==> src/verilog/dual_timer_map.vh <==
// Register indexes, field positions, reset values and timing counts of the dual timer.
`ifndef DUAL_TIMER_MAP_VH
`define DUAL_TIMER_MAP_VH

// Register indexes; the bus byte address is four times the index.
`define IDX_CONTROL 8'h88
`define IDX_MODE 8'h89
`define IDX_LOW0 8'h8a
`define IDX_LOW1 8'h8b
`define IDX_HIGH0 8'h8c
`define IDX_HIGH1 8'h8d
`define IDX_CLKSEL 8'h8e
`define IDX_IRQ_STAT 8'ha0
`define IDX_IRQ_CLR 8'ha1
`define IDX_IRQ_EN 8'ha2

// Timer control register fields.
`define CTL_T1_OVF 7
`define CTL_T1_RUN 6
`define CTL_T0_OVF 5
`define CTL_T0_RUN 4
`define CTL_X1_DET 3
`define CTL_X1_TYPE 2
`define CTL_X0_DET 1
`define CTL_X0_TYPE 0

// Timer mode register: timer 1 in the upper nibble, timer 0 in the lower.
`define MODE_T1_LSB 4
`define MODE_GATE 3
`define MODE_SRC 2
`define MODE_SEL_HI 1
`define MODE_SEL_LO 0

// Operating modes.
`define OPMODE_PRESCALE 2'h0
`define OPMODE_FULL 2'h1
`define OPMODE_RELOAD 2'h2
`define OPMODE_SPLIT 2'h3

// Clock select register fields.
`define CLK_T1_DIV 4
`define CLK_T0_DIV 3

// Interrupt status, clear and enable bit positions.
`define IRQ_T0_OVF 0
`define IRQ_T1_OVF 1
`define IRQ_X0_DET 2
`define IRQ_X1_DET 3

// Reset values.
`define RST_CONTROL 8'h00
`define RST_MODE 8'h00
`define RST_CLKSEL 8'h00
`define RST_IRQ 4'h0

// Internal timer clock divide ratios.
`define DIV_FAST 4
`define DIV_SLOW 12

// Bus response codes.
`define RESP_OKAY 2'h0
`define RESP_SLVERR 2'h2

`endif

==> src/verilog/dual_timer.v <==
// Dual 16-bit timer/counter with external interrupt detection and an AXI4-Lite register slave.
`timescale 1ns/1ps
`include "dual_timer_map.vh"
module dual_timer #(
	parameter AW = 12
) (
	// Clock and reset
	input wire mclk,
	input wire rst,
	// AXI4-Lite write address and data
	input wire [AW-1:0] s_axi_awaddr,
	input wire s_axi_awvalid,
	output wire s_axi_awready,
	input wire [31:0] s_axi_wdata,
	input wire [3:0] s_axi_wstrb,
	input wire s_axi_wvalid,
	output wire s_axi_wready,
	// AXI4-Lite write response
	output reg [1:0] s_axi_bresp,
	output reg s_axi_bvalid,
	input wire s_axi_bready,
	// AXI4-Lite read
	input wire [AW-1:0] s_axi_araddr,
	input wire s_axi_arvalid,
	output wire s_axi_arready,
	output reg [31:0] s_axi_rdata,
	output reg [1:0] s_axi_rresp,
	output reg s_axi_rvalid,
	input wire s_axi_rready,
	// External pins
	input wire extIrq0Pin,
	input wire extIrq1Pin,
	input wire t0CountPin,
	input wire t1CountPin,
	// Service routine entry from the interrupt controller
	input wire t0VecAck,
	input wire t1VecAck,
	input wire ext0VecAck,
	input wire ext1VecAck,
	// Flags and interrupt
	output wire t0OverflowFlag,
	output wire t1OverflowFlag,
	output wire extIrq0DetectFlag,
	output wire extIrq1DetectFlag,
	output wire irq
);
	reg [7:0] control_r, mode_r, low0_r, high0_r, low1_r, high1_r;
	reg [7:0] wData_r, rdVal, control_nxt, high0Split;
	reg [1:0] clkSel_r;
	reg [3:0] irqStat_r, irqEn_r;
	reg [AW-1:0] awAddr_r;
	reg [16:0] step0, step1;
	reg awHeld_r, wHeld_r, wLane0_r, rdHit, high0Ovf;
	wire int0Level, int0Fell, int1Level, int1Fell;
	wire cnt0Fell, cnt1Fell, tick0, tick1;
	wire [3:0] modeT0, modeT1, irqEvent;
	wire run0, run1, inc0, inc1, incHigh0, split0, doWrite, wrEn;
	wire [7:0] wrIdx;

	// One count step of a timer in the given mode; bit 16 is the overflow.
	function [16:0] stepTimer;
		input [1:0] opMode;
		input [7:0] lo;
		input [7:0] hi;
		input inc;
		reg [16:0] wide;
		begin
			wide = {1'b0, hi, lo} + 17'h00001;
			stepTimer = {1'b0, hi, lo};
			if (inc) begin
				case (opMode)
					`OPMODE_PRESCALE: begin
						if (lo[4:0] == 5'h1f) begin
							stepTimer = {(hi == 8'hff), hi + 8'h01, lo[7:5], 5'h00};
						end else begin
							stepTimer = {1'b0, hi, lo[7:5], lo[4:0] + 5'h01};
						end
					end
					`OPMODE_FULL: begin
						stepTimer = wide;
					end
					`OPMODE_RELOAD: begin
						if (lo == 8'hff) begin
							stepTimer = {1'b1, hi, hi};
						end else begin
							stepTimer = {1'b0, hi, lo + 8'h01};
						end
					end
					default: begin
						stepTimer = {(lo == 8'hff), hi, lo + 8'h01};
					end
				endcase
			end
		end
	endfunction

	// Register index from a byte address; the two low bits are ignored.
	function [7:0] regIndex;
		input [AW-1:0] addr;
		begin
			regIndex = addr[9:2];
		end
	endfunction

	// Pin synchronisers.
	pin_sync syncInt0 (
		.mclk(mclk),
		.rst(rst),
		.pinIn(extIrq0Pin),
		.level_r(int0Level),
		.fell_r(int0Fell)
	);
	pin_sync syncInt1 (
		.mclk(mclk),
		.rst(rst),
		.pinIn(extIrq1Pin),
		.level_r(int1Level),
		.fell_r(int1Fell)
	);
	pin_sync syncCnt0 (
		.mclk(mclk),
		.rst(rst),
		.pinIn(t0CountPin),
		.level_r(),
		.fell_r(cnt0Fell)
	);
	pin_sync syncCnt1 (
		.mclk(mclk),
		.rst(rst),
		.pinIn(t1CountPin),
		.level_r(),
		.fell_r(cnt1Fell)
	);

	// Internal tick per timer.
	tick_div div0 (
		.mclk(mclk),
		.rst(rst),
		.divFast(clkSel_r[0]),
		.tick_r(tick0)
	);
	tick_div div1 (
		.mclk(mclk),
		.rst(rst),
		.divFast(clkSel_r[1]),
		.tick_r(tick1)
	);

	assign modeT0 = mode_r[3:0];
	assign modeT1 = mode_r[7:4];
	assign split0 = (modeT0[1:0] == `OPMODE_SPLIT);

	// Enable is run bit, optionally gated by the interrupt pin being high.
	assign run0 = control_r[`CTL_T0_RUN] & (~modeT0[`MODE_GATE] | int0Level);
	assign run1 = control_r[`CTL_T1_RUN] & (~modeT1[`MODE_GATE] | int1Level);
	assign inc0 = run0 & (modeT0[`MODE_SRC] ? cnt0Fell : tick0);
	// Timer 1 parks in the split mode and keeps its count.
	assign inc1 = run1 & (modeT1[1:0] != `OPMODE_SPLIT) &
		(modeT1[`MODE_SRC] ? cnt1Fell : tick1);
	// Split high byte is a plain timer on timer 1's run bit and clock.
	assign incHigh0 = split0 & control_r[`CTL_T1_RUN] & tick1;

	always @* begin
		step0 = stepTimer(modeT0[1:0], low0_r, high0_r, inc0);
		step1 = stepTimer(modeT1[1:0], low1_r, high1_r, inc1);
		high0Split = high0_r + {7'h00, incHigh0};
		high0Ovf = incHigh0 & (high0_r == 8'hff);
	end

	// Bus write path: address and data may arrive in either order.
	assign s_axi_awready = ~awHeld_r;
	assign s_axi_wready = ~wHeld_r;
	assign doWrite = awHeld_r & wHeld_r & ~s_axi_bvalid;
	assign wrIdx = regIndex(awAddr_r);
	assign wrEn = doWrite & wLane0_r & (awAddr_r[AW-1:10] == 0);

	always @(posedge mclk or posedge rst) begin
		if (rst) begin
			awHeld_r <= 1'b0;
			wHeld_r <= 1'b0;
			awAddr_r <= {AW{1'b0}};
			wData_r <= 8'h00;
			wLane0_r <= 1'b0;
			s_axi_bvalid <= 1'b0;
			s_axi_bresp <= `RESP_OKAY;
		end else begin
			if (s_axi_awvalid & ~awHeld_r) begin
				awHeld_r <= 1'b1;
				awAddr_r <= s_axi_awaddr;
			end
			if (s_axi_wvalid & ~wHeld_r) begin
				wHeld_r <= 1'b1;
				wData_r <= s_axi_wdata[7:0];
				wLane0_r <= s_axi_wstrb[0];
			end
			if (doWrite) begin
				awHeld_r <= 1'b0;
				wHeld_r <= 1'b0;
				s_axi_bvalid <= 1'b1;
				s_axi_bresp <= (rdHitW(wrIdx) && (awAddr_r[AW-1:10] == 0)) ?
					`RESP_OKAY : `RESP_SLVERR;
			end else if (s_axi_bready) begin
				s_axi_bvalid <= 1'b0;
			end
		end
	end

	// True for every index that holds a register.
	function rdHitW;
		input [7:0] idx;
		begin
			case (idx)
				`IDX_CONTROL, `IDX_MODE, `IDX_LOW0, `IDX_LOW1, `IDX_HIGH0, `IDX_HIGH1,
				`IDX_CLKSEL, `IDX_IRQ_STAT, `IDX_IRQ_CLR, `IDX_IRQ_EN: rdHitW = 1'b1;
				default: rdHitW = 1'b0;
			endcase
		end
	endfunction

	// Read mux; the write-only clear register reads as zero.
	always @* begin
		rdHit = rdHitW(regIndex(s_axi_araddr)) & (s_axi_araddr[AW-1:10] == 0);
		case (regIndex(s_axi_araddr))
			`IDX_CONTROL: rdVal = control_r;
			`IDX_MODE: rdVal = mode_r;
			`IDX_LOW0: rdVal = low0_r;
			`IDX_LOW1: rdVal = low1_r;
			`IDX_HIGH0: rdVal = high0_r;
			`IDX_HIGH1: rdVal = high1_r;
			`IDX_CLKSEL: rdVal = {3'h0, clkSel_r, 3'h0};
			`IDX_IRQ_STAT: rdVal = {4'h0, irqStat_r};
			`IDX_IRQ_EN: rdVal = {4'h0, irqEn_r};
			default: rdVal = 8'h00;
		endcase
		if (!rdHit) begin
			rdVal = 8'h00;
		end
	end

	assign s_axi_arready = ~s_axi_rvalid;

	always @(posedge mclk or posedge rst) begin
		if (rst) begin
			s_axi_rvalid <= 1'b0;
			s_axi_rdata <= 32'h00000000;
			s_axi_rresp <= `RESP_OKAY;
		end else if (s_axi_arvalid & ~s_axi_rvalid) begin
			s_axi_rvalid <= 1'b1;
			s_axi_rdata <= {24'h000000, rdVal};
			s_axi_rresp <= rdHit ? `RESP_OKAY : `RESP_SLVERR;
		end else if (s_axi_rready) begin
			s_axi_rvalid <= 1'b0;
		end
	end

	// Control flags: software first, then vector clears, hardware sets last so they win.
	always @* begin
		control_nxt = control_r;
		if (wrEn && wrIdx == `IDX_CONTROL) begin
			control_nxt = wData_r;
		end
		if (t1VecAck) begin
			control_nxt[`CTL_T1_OVF] = 1'b0;
		end
		if (t0VecAck) begin
			control_nxt[`CTL_T0_OVF] = 1'b0;
		end
		if (ext1VecAck && control_r[`CTL_X1_TYPE]) begin
			control_nxt[`CTL_X1_DET] = 1'b0;
		end
		if (ext0VecAck && control_r[`CTL_X0_TYPE]) begin
			control_nxt[`CTL_X0_DET] = 1'b0;
		end
		if (step1[16] || high0Ovf) begin
			control_nxt[`CTL_T1_OVF] = 1'b1;
		end
		if (step0[16]) begin
			control_nxt[`CTL_T0_OVF] = 1'b1;
		end
		// Type bit set selects falling edge; clear selects low level.
		if (control_r[`CTL_X1_TYPE]) begin
			if (int1Fell) begin
				control_nxt[`CTL_X1_DET] = 1'b1;
			end
		end else begin
			control_nxt[`CTL_X1_DET] = ~int1Level;
		end
		if (control_r[`CTL_X0_TYPE]) begin
			if (int0Fell) begin
				control_nxt[`CTL_X0_DET] = 1'b1;
			end
		end else begin
			control_nxt[`CTL_X0_DET] = ~int0Level;
		end
	end

	assign irqEvent = {int1Fell, int0Fell, step1[16] | high0Ovf, step0[16]};

	always @(posedge mclk or posedge rst) begin
		if (rst) begin
			control_r <= `RST_CONTROL;
			mode_r <= `RST_MODE;
			clkSel_r <= 2'h0;
			low0_r <= 8'h00;
			high0_r <= 8'h00;
			low1_r <= 8'h00;
			high1_r <= 8'h00;
			irqStat_r <= `RST_IRQ;
			irqEn_r <= `RST_IRQ;
		end else begin
			control_r <= control_nxt;
			low0_r <= step0[7:0];
			high0_r <= split0 ? high0Split : step0[15:8];
			low1_r <= step1[7:0];
			high1_r <= step1[15:8];
			// A count byte written by software replaces this cycle's step.
			if (wrEn) begin
				case (wrIdx)
					`IDX_MODE: mode_r <= wData_r;
					`IDX_CLKSEL: clkSel_r <= {wData_r[`CLK_T1_DIV], wData_r[`CLK_T0_DIV]};
					`IDX_LOW0: low0_r <= wData_r;
					`IDX_HIGH0: high0_r <= wData_r;
					`IDX_LOW1: low1_r <= wData_r;
					`IDX_HIGH1: high1_r <= wData_r;
					`IDX_IRQ_EN: irqEn_r <= wData_r[3:0];
					default: begin
					end
				endcase
			end
			// Status is sticky; a new event in the clearing cycle survives.
			irqStat_r <= (irqStat_r & ~((wrEn && wrIdx == `IDX_IRQ_CLR) ?
				wData_r[3:0] : 4'h0)) | irqEvent;
		end
	end

	assign t0OverflowFlag = control_r[`CTL_T0_OVF];
	assign t1OverflowFlag = control_r[`CTL_T1_OVF];
	assign extIrq0DetectFlag = control_r[`CTL_X0_DET];
	assign extIrq1DetectFlag = control_r[`CTL_X1_DET];
	assign irq = |(irqStat_r & irqEn_r);
endmodule // dual_timer

==> src/verilog/pin_sync.v <==
// Three-stage synchroniser with agreement filter and falling-edge pulse.
`timescale 1ns/1ps
module pin_sync (
	// Clock and reset
	input wire mclk,
	input wire rst,
	// Pin and result
	input wire pinIn,
	output reg level_r,
	output reg fell_r
);
	reg s1_r;
	reg s2_r;
	reg s3_r;

	// A change counts only when the second and third stages agree.
	always @(posedge mclk or posedge rst) begin
		if (rst) begin
			s1_r <= 1'b1;
			s2_r <= 1'b1;
			s3_r <= 1'b1;
			level_r <= 1'b1;
			fell_r <= 1'b0;
		end else begin
			s1_r <= pinIn;
			s2_r <= s1_r;
			s3_r <= s2_r;
			fell_r <= 1'b0;
			if (s2_r == s3_r) begin
				level_r <= s3_r;
				fell_r <= level_r & ~s3_r;
			end
		end
	end
endmodule // pin_sync

==> src/verilog/tick_div.v <==
// Internal timer tick generator dividing the core clock by 4 or by 12.
`timescale 1ns/1ps
`include "dual_timer_map.vh"
module tick_div #(
	parameter [3:0] FAST = `DIV_FAST,
	parameter [3:0] SLOW = `DIV_SLOW
) (
	// Clock and reset
	input wire mclk,
	input wire rst,
	// Divide select and tick
	input wire divFast,
	output reg tick_r
);
	reg [3:0] count_r;

	// A changed ratio takes effect at the next reload, so no runt tick appears.
	always @(posedge mclk or posedge rst) begin
		if (rst) begin
			count_r <= 4'h0;
			tick_r <= 1'b0;
		end else begin
			tick_r <= (count_r == 4'h0);
			if (count_r == 4'h0) begin
				count_r <= (divFast ? FAST : SLOW) - 4'h1;
			end else begin
				count_r <= count_r - 4'h1;
			end
		end
	end
endmodule // tick_div
==> config.mk <==
export PLATFORM = sky130hd
export DESIGN_NAME = dual_timer
export DESIGN_NICKNAME = d
export VERILOG_FILES = /design/src/verilog/dual_timer.v /design/src/verilog/pin_sync.v /design/src/verilog/tick_div.v
export VERILOG_INCLUDE_DIRS = /design/src /design/src/verilog
export SDC_FILE = /design/constraint.sdc
export NUM_CORES = 1
export LEC_CHECK = 0
export ABC_AREA = 1
export BUFFER_PORTS_ARGS = -buffer_cell sky130_fd_sc_hd__buf_4
export CORE_MARGIN = 2
export CORE_UTILIZATION = 58
export CTS_CLUSTER_SIZE = 10
export DETAILED_ROUTE_END_ITERATION = 10
export PLACE_DENSITY = 0.78
export RECOVER_POWER = 25
export SYNTH_ARGS = -nofsm -noshare
export SYNTH_HDL_FRONTEND = slang
export SYNTH_SLANG_ARGS = --single-unit
==> constraint.sdc <==
create_clock -name mclk -period 4.4 [get_ports mclk]
set_clock_uncertainty 0.05 [all_clocks]
set_input_delay 0.22 -clock mclk [delete_from_list [all_inputs] [get_ports mclk]]
set_output_delay 0.22 -clock mclk [all_outputs]
set_load 0.02 [all_outputs]
==> summary.md <==
| Metric | Value |
|---|---|
| Status | `finished, violations left` |
| Failing checks | `max-capacitance violations, max-slew violations` |
| Gate Count Post-Synth | `1079` |
| Number of synthesized flops with an enable pin | `0` |
| Final wirelength | `22.46 mm` |
| Sequential fraction of the synthesis area | `roughly two fifths` |
| Total grt overflow | `0` |
| Ys async rst share | `100.0%` |
| Synth Warn # | `0` |
| Die Ht | `118.3 µm` |
| Residual DRC count | `0` |
| Worst slew margin | `-84.39%` |
| Starting Density | `59.78%` |
| Prevailing post-synth register cell | `dfrtp_1` |
| DIE WIDTH | `118.3 µm` |
| Number of global-route vias before repair | `7008` |
| Commonest non-fill, non-tap cell in the layout | `nand2_1` |
| Worst path bufs/invs | `1` |
| CTS Buf Count | `17` |
| Synth cell types | `45` |
| XOR/XNOR Fraction of Synth Area | `1.156%` |
| Synth Area in Simple Gates | `between 30% and 40%` |
| Synthesized-area fraction occupied by adder cells | `2.346%` |
| WS Path Type | `reg2reg` |
| Max-slew violation count | `66` |
| Post-CTS Setup Repair Bufs | `0` |
| Num ports | `~120` |
| DP HPWL | `15.97 mm` |
| N_diodes | `0` |
| Area grow syn2layout | `18.29%` |
| Static leakage | `0.004353 µW` |
| Fraction of layout cells with a size suffix above 1 | `11.87%` |
| Critical-path top delay cell | `nor3_1` |
| Total power | `3811 µW` |
| RSZ-0062 raised after global routing | `no` |
| Mux contribution to synthesized area | `0.8920%` |
| CTS tree | `yes` |
| Mapped cell area | `7575 µm²` |
| Type of origin of the critical path | `register` |
| Wirelength per Cell | `16.63 µm` |
| Tot GR Track Use | `around a third` |
| Measured slew at the worst slew-check pin | `2.751 ns` |
| GPL Wtd Cong | `0.9965` |
| Core Area | `between 10000 and 15000 µm²` |
| Critical Path AT | `2.86 ns` |
| Layout Nets | `roughly 1.3k` |
| Setup tns final | `0 ns` |
| Post-synthesis register bit count | `121` |
| Clock latency at the later pin of the worst-skew pair | `between 0.4 and 0.5 ns` |
| Clk buf depth | `2` |
| WHS | `0.005489 ns` |
| Site Rows | `between 40 and 50` |
| Die area | `13990 µm²` |
| Crit. End Element | `register` |
| CP Cell Sequence | `nor3_1, nand3_4, nor2_2, inv_1, o21ai_0, o22ai_1` |
| Via count | `7594` |
| HP Class | `in2reg` |
| Maximum vdd drop | `0.3991 mV` |
| PD cells | `425.3 nW/µm²` |
| Port Buf Inserts | `63` |
| CTS H-tree lvls | `4` |
| Post-route clock period utilization | `roughly 60%` |
| Syn_area_per_cell | `~7 µm²` |
| Root Buffer Master | `clkbuf_16` |
| Total clock sinks | `121` |
| CTS Hold Bufs | `19` |
| Commonest non-fill, non-tap cells in the layout | `nand2_1, nor2_1, inv_1` |
| CP Max Fanout | `13` |
| Initial antenna violation count | `0` |
| Antenna Nets Post-Route | `0` |
| Main combinational cell family by area after synthesis | `simple AND/OR/NAND/NOR gates` |
| Vias per std cell | `between 5 and 6` |
| CP peak stage delay | `0.68 ns` |
| Setup Viol. Count Final | `0` |
| Fin crit period | `about 2.6 ns` |
| Max Fclk | `about 380 MHz` |
| Clk slew on worst S/H paths | `0.06 ns` |
| Post-synthesis compound-gate area fraction | `between 10% and 20%` |
| Detailed Routing Iterations Pass 1 | `6` |
| Max Cap Viol | `1` |
| DRC violation total after the first TritonRoute iteration | `between 700 and 800` |
| Final hold violation count | `0` |
| Top delay family on crit path | `simple AND/OR/NAND/NOR gates` |
| Critical path required time | `4.64 ns` |
| Largest net degree at the start of global routing | `66` |
| CTS resizes | `0` |
| First-pass GRT wire length | `36.32 mm` |
==> registers in the layout, summed over array words and instances, names as in the netlist, 2 cells and up <==
signal and count:
awAddr_r 10, control_r 8, high0_r 8, high1_r 8
low0_r 8, low1_r 8, mode_r 8, s_axi_rdata 8
wData_r 8, div0.count_r 4, div1.count_r 4, irqEn_r 4
irqStat_r 4, clkSel_r 2
==> stage by stage <==
stage,cell area [µm²],cells,setup WS (ns),utilization [%]
CTS,8972,1351,2.078,70.81
finish,8960,1351,1.779,70.71
global placement,8109,1300,2.137,64.00
floorplan,7669,1104,0.9423,-
detailed placement,8109,1300,2.100,64.00
global route,8960,1351,1.361,70.71
==> per-layer routing <==
| metal | wire (µm) | vias to the layer above | GRT usage [%] |
|---|---|---|---|
| met3 | 2386 | 72 | 8.639 |
| li1 | - | 3631 | - |
| met4 | 848 | 0 | 15.06 |
| met5 | 0 | - | 0 |
| met1 | 9347 | 3488 | 44.98 |
| met2 | 9881 | 403 | 50.40 |
==> synthesized netlist by cell type (3+ instances only) <==
cell type    n  area share [%]
maj3_1       4            0.53
nor2_4       5            0.74
o22ai_1     10            0.83
o21ai_1     16             1.1
xor2_1       7            0.81
buf_2        7            0.46
a22oi_1      5            0.50
nor3_1      12            0.79
nand3_1     85             5.6
clkbuf_1     7            0.35
nand2_1    276              14
nor2_2       7            0.58
mux2_2       6            0.89
nor4_1       3            0.25
dfrtp_1    105              35
o211ai_1     4            0.40
a21oi_1     66             4.4
buf_4       27             2.7
dfstp_2     16             5.6
nand4_1     20             1.7
inv_2        5            0.25
ha_1        11             1.8
inv_1      128             6.3
nor2_1     143             7.1
xnor2_1      3            0.35
o21ai_0     74             4.9
a31oi_1      3            0.25
==> power breakdown <==
group	internal, µW	switching (µW)	total (µW)
logic	226	465	691
registers	1280	236	1520
clock network	1070	533	1600
==> worst register-to-register path, cell delays in order (launching register included) <==
cell and delay [ns]:
dfrtp_1 0.39, nor3_1 0.68, nand3_4 0.29, nor2_2 0.67, inv_1 0.19, o21ai_0 0.13
o22ai_1 0.09
==> final cells by class <==
cell class	count	area, µm²
flip-flops and latches	121	3048
well taps	172	215.2
fillers	1065	3711
clock inverters	9	185.2
multi-input cells	805	3821
inverters	135	509.2
repair buffers	86	693.2
clock buffers	23	488.0
==> logic make-up after synthesis <==
group	Yosys count
xor+xnor	10
simple gates	564
mux	6
flops	121
other cells	1
buf+inv	178
compound gates	184
fa+ha+maj	15
==> path summary, 6_finish.rpt <==
check	startpoint	to	slack [ns]	cells past startpoint
max	s_axi_bvalid$_DFFE_PP0P_	low1_r[4]$_DFF_PP0_	1.78	6
min	s_axi_wdata[0]	wData_r[0]$_DFFE_PP0P_	0.005	3
max reg2reg	s_axi_bvalid$_DFFE_PP0P_	low1_r[4]$_DFF_PP0_	1.78	6
min reg2reg	syncInt1.s1_r$_DFF_PP1_	syncInt1.s2_r$_DFF_PP1_	0.30	0
max in group asynchronous	rst	s_axi_rresp[1]$_DFFE_PP0P_	1.83	4
min in group asynchronous	rst	s_axi_bvalid$_DFFE_PP0P_	1.07	3
Power figures use the tool's default switching activity.
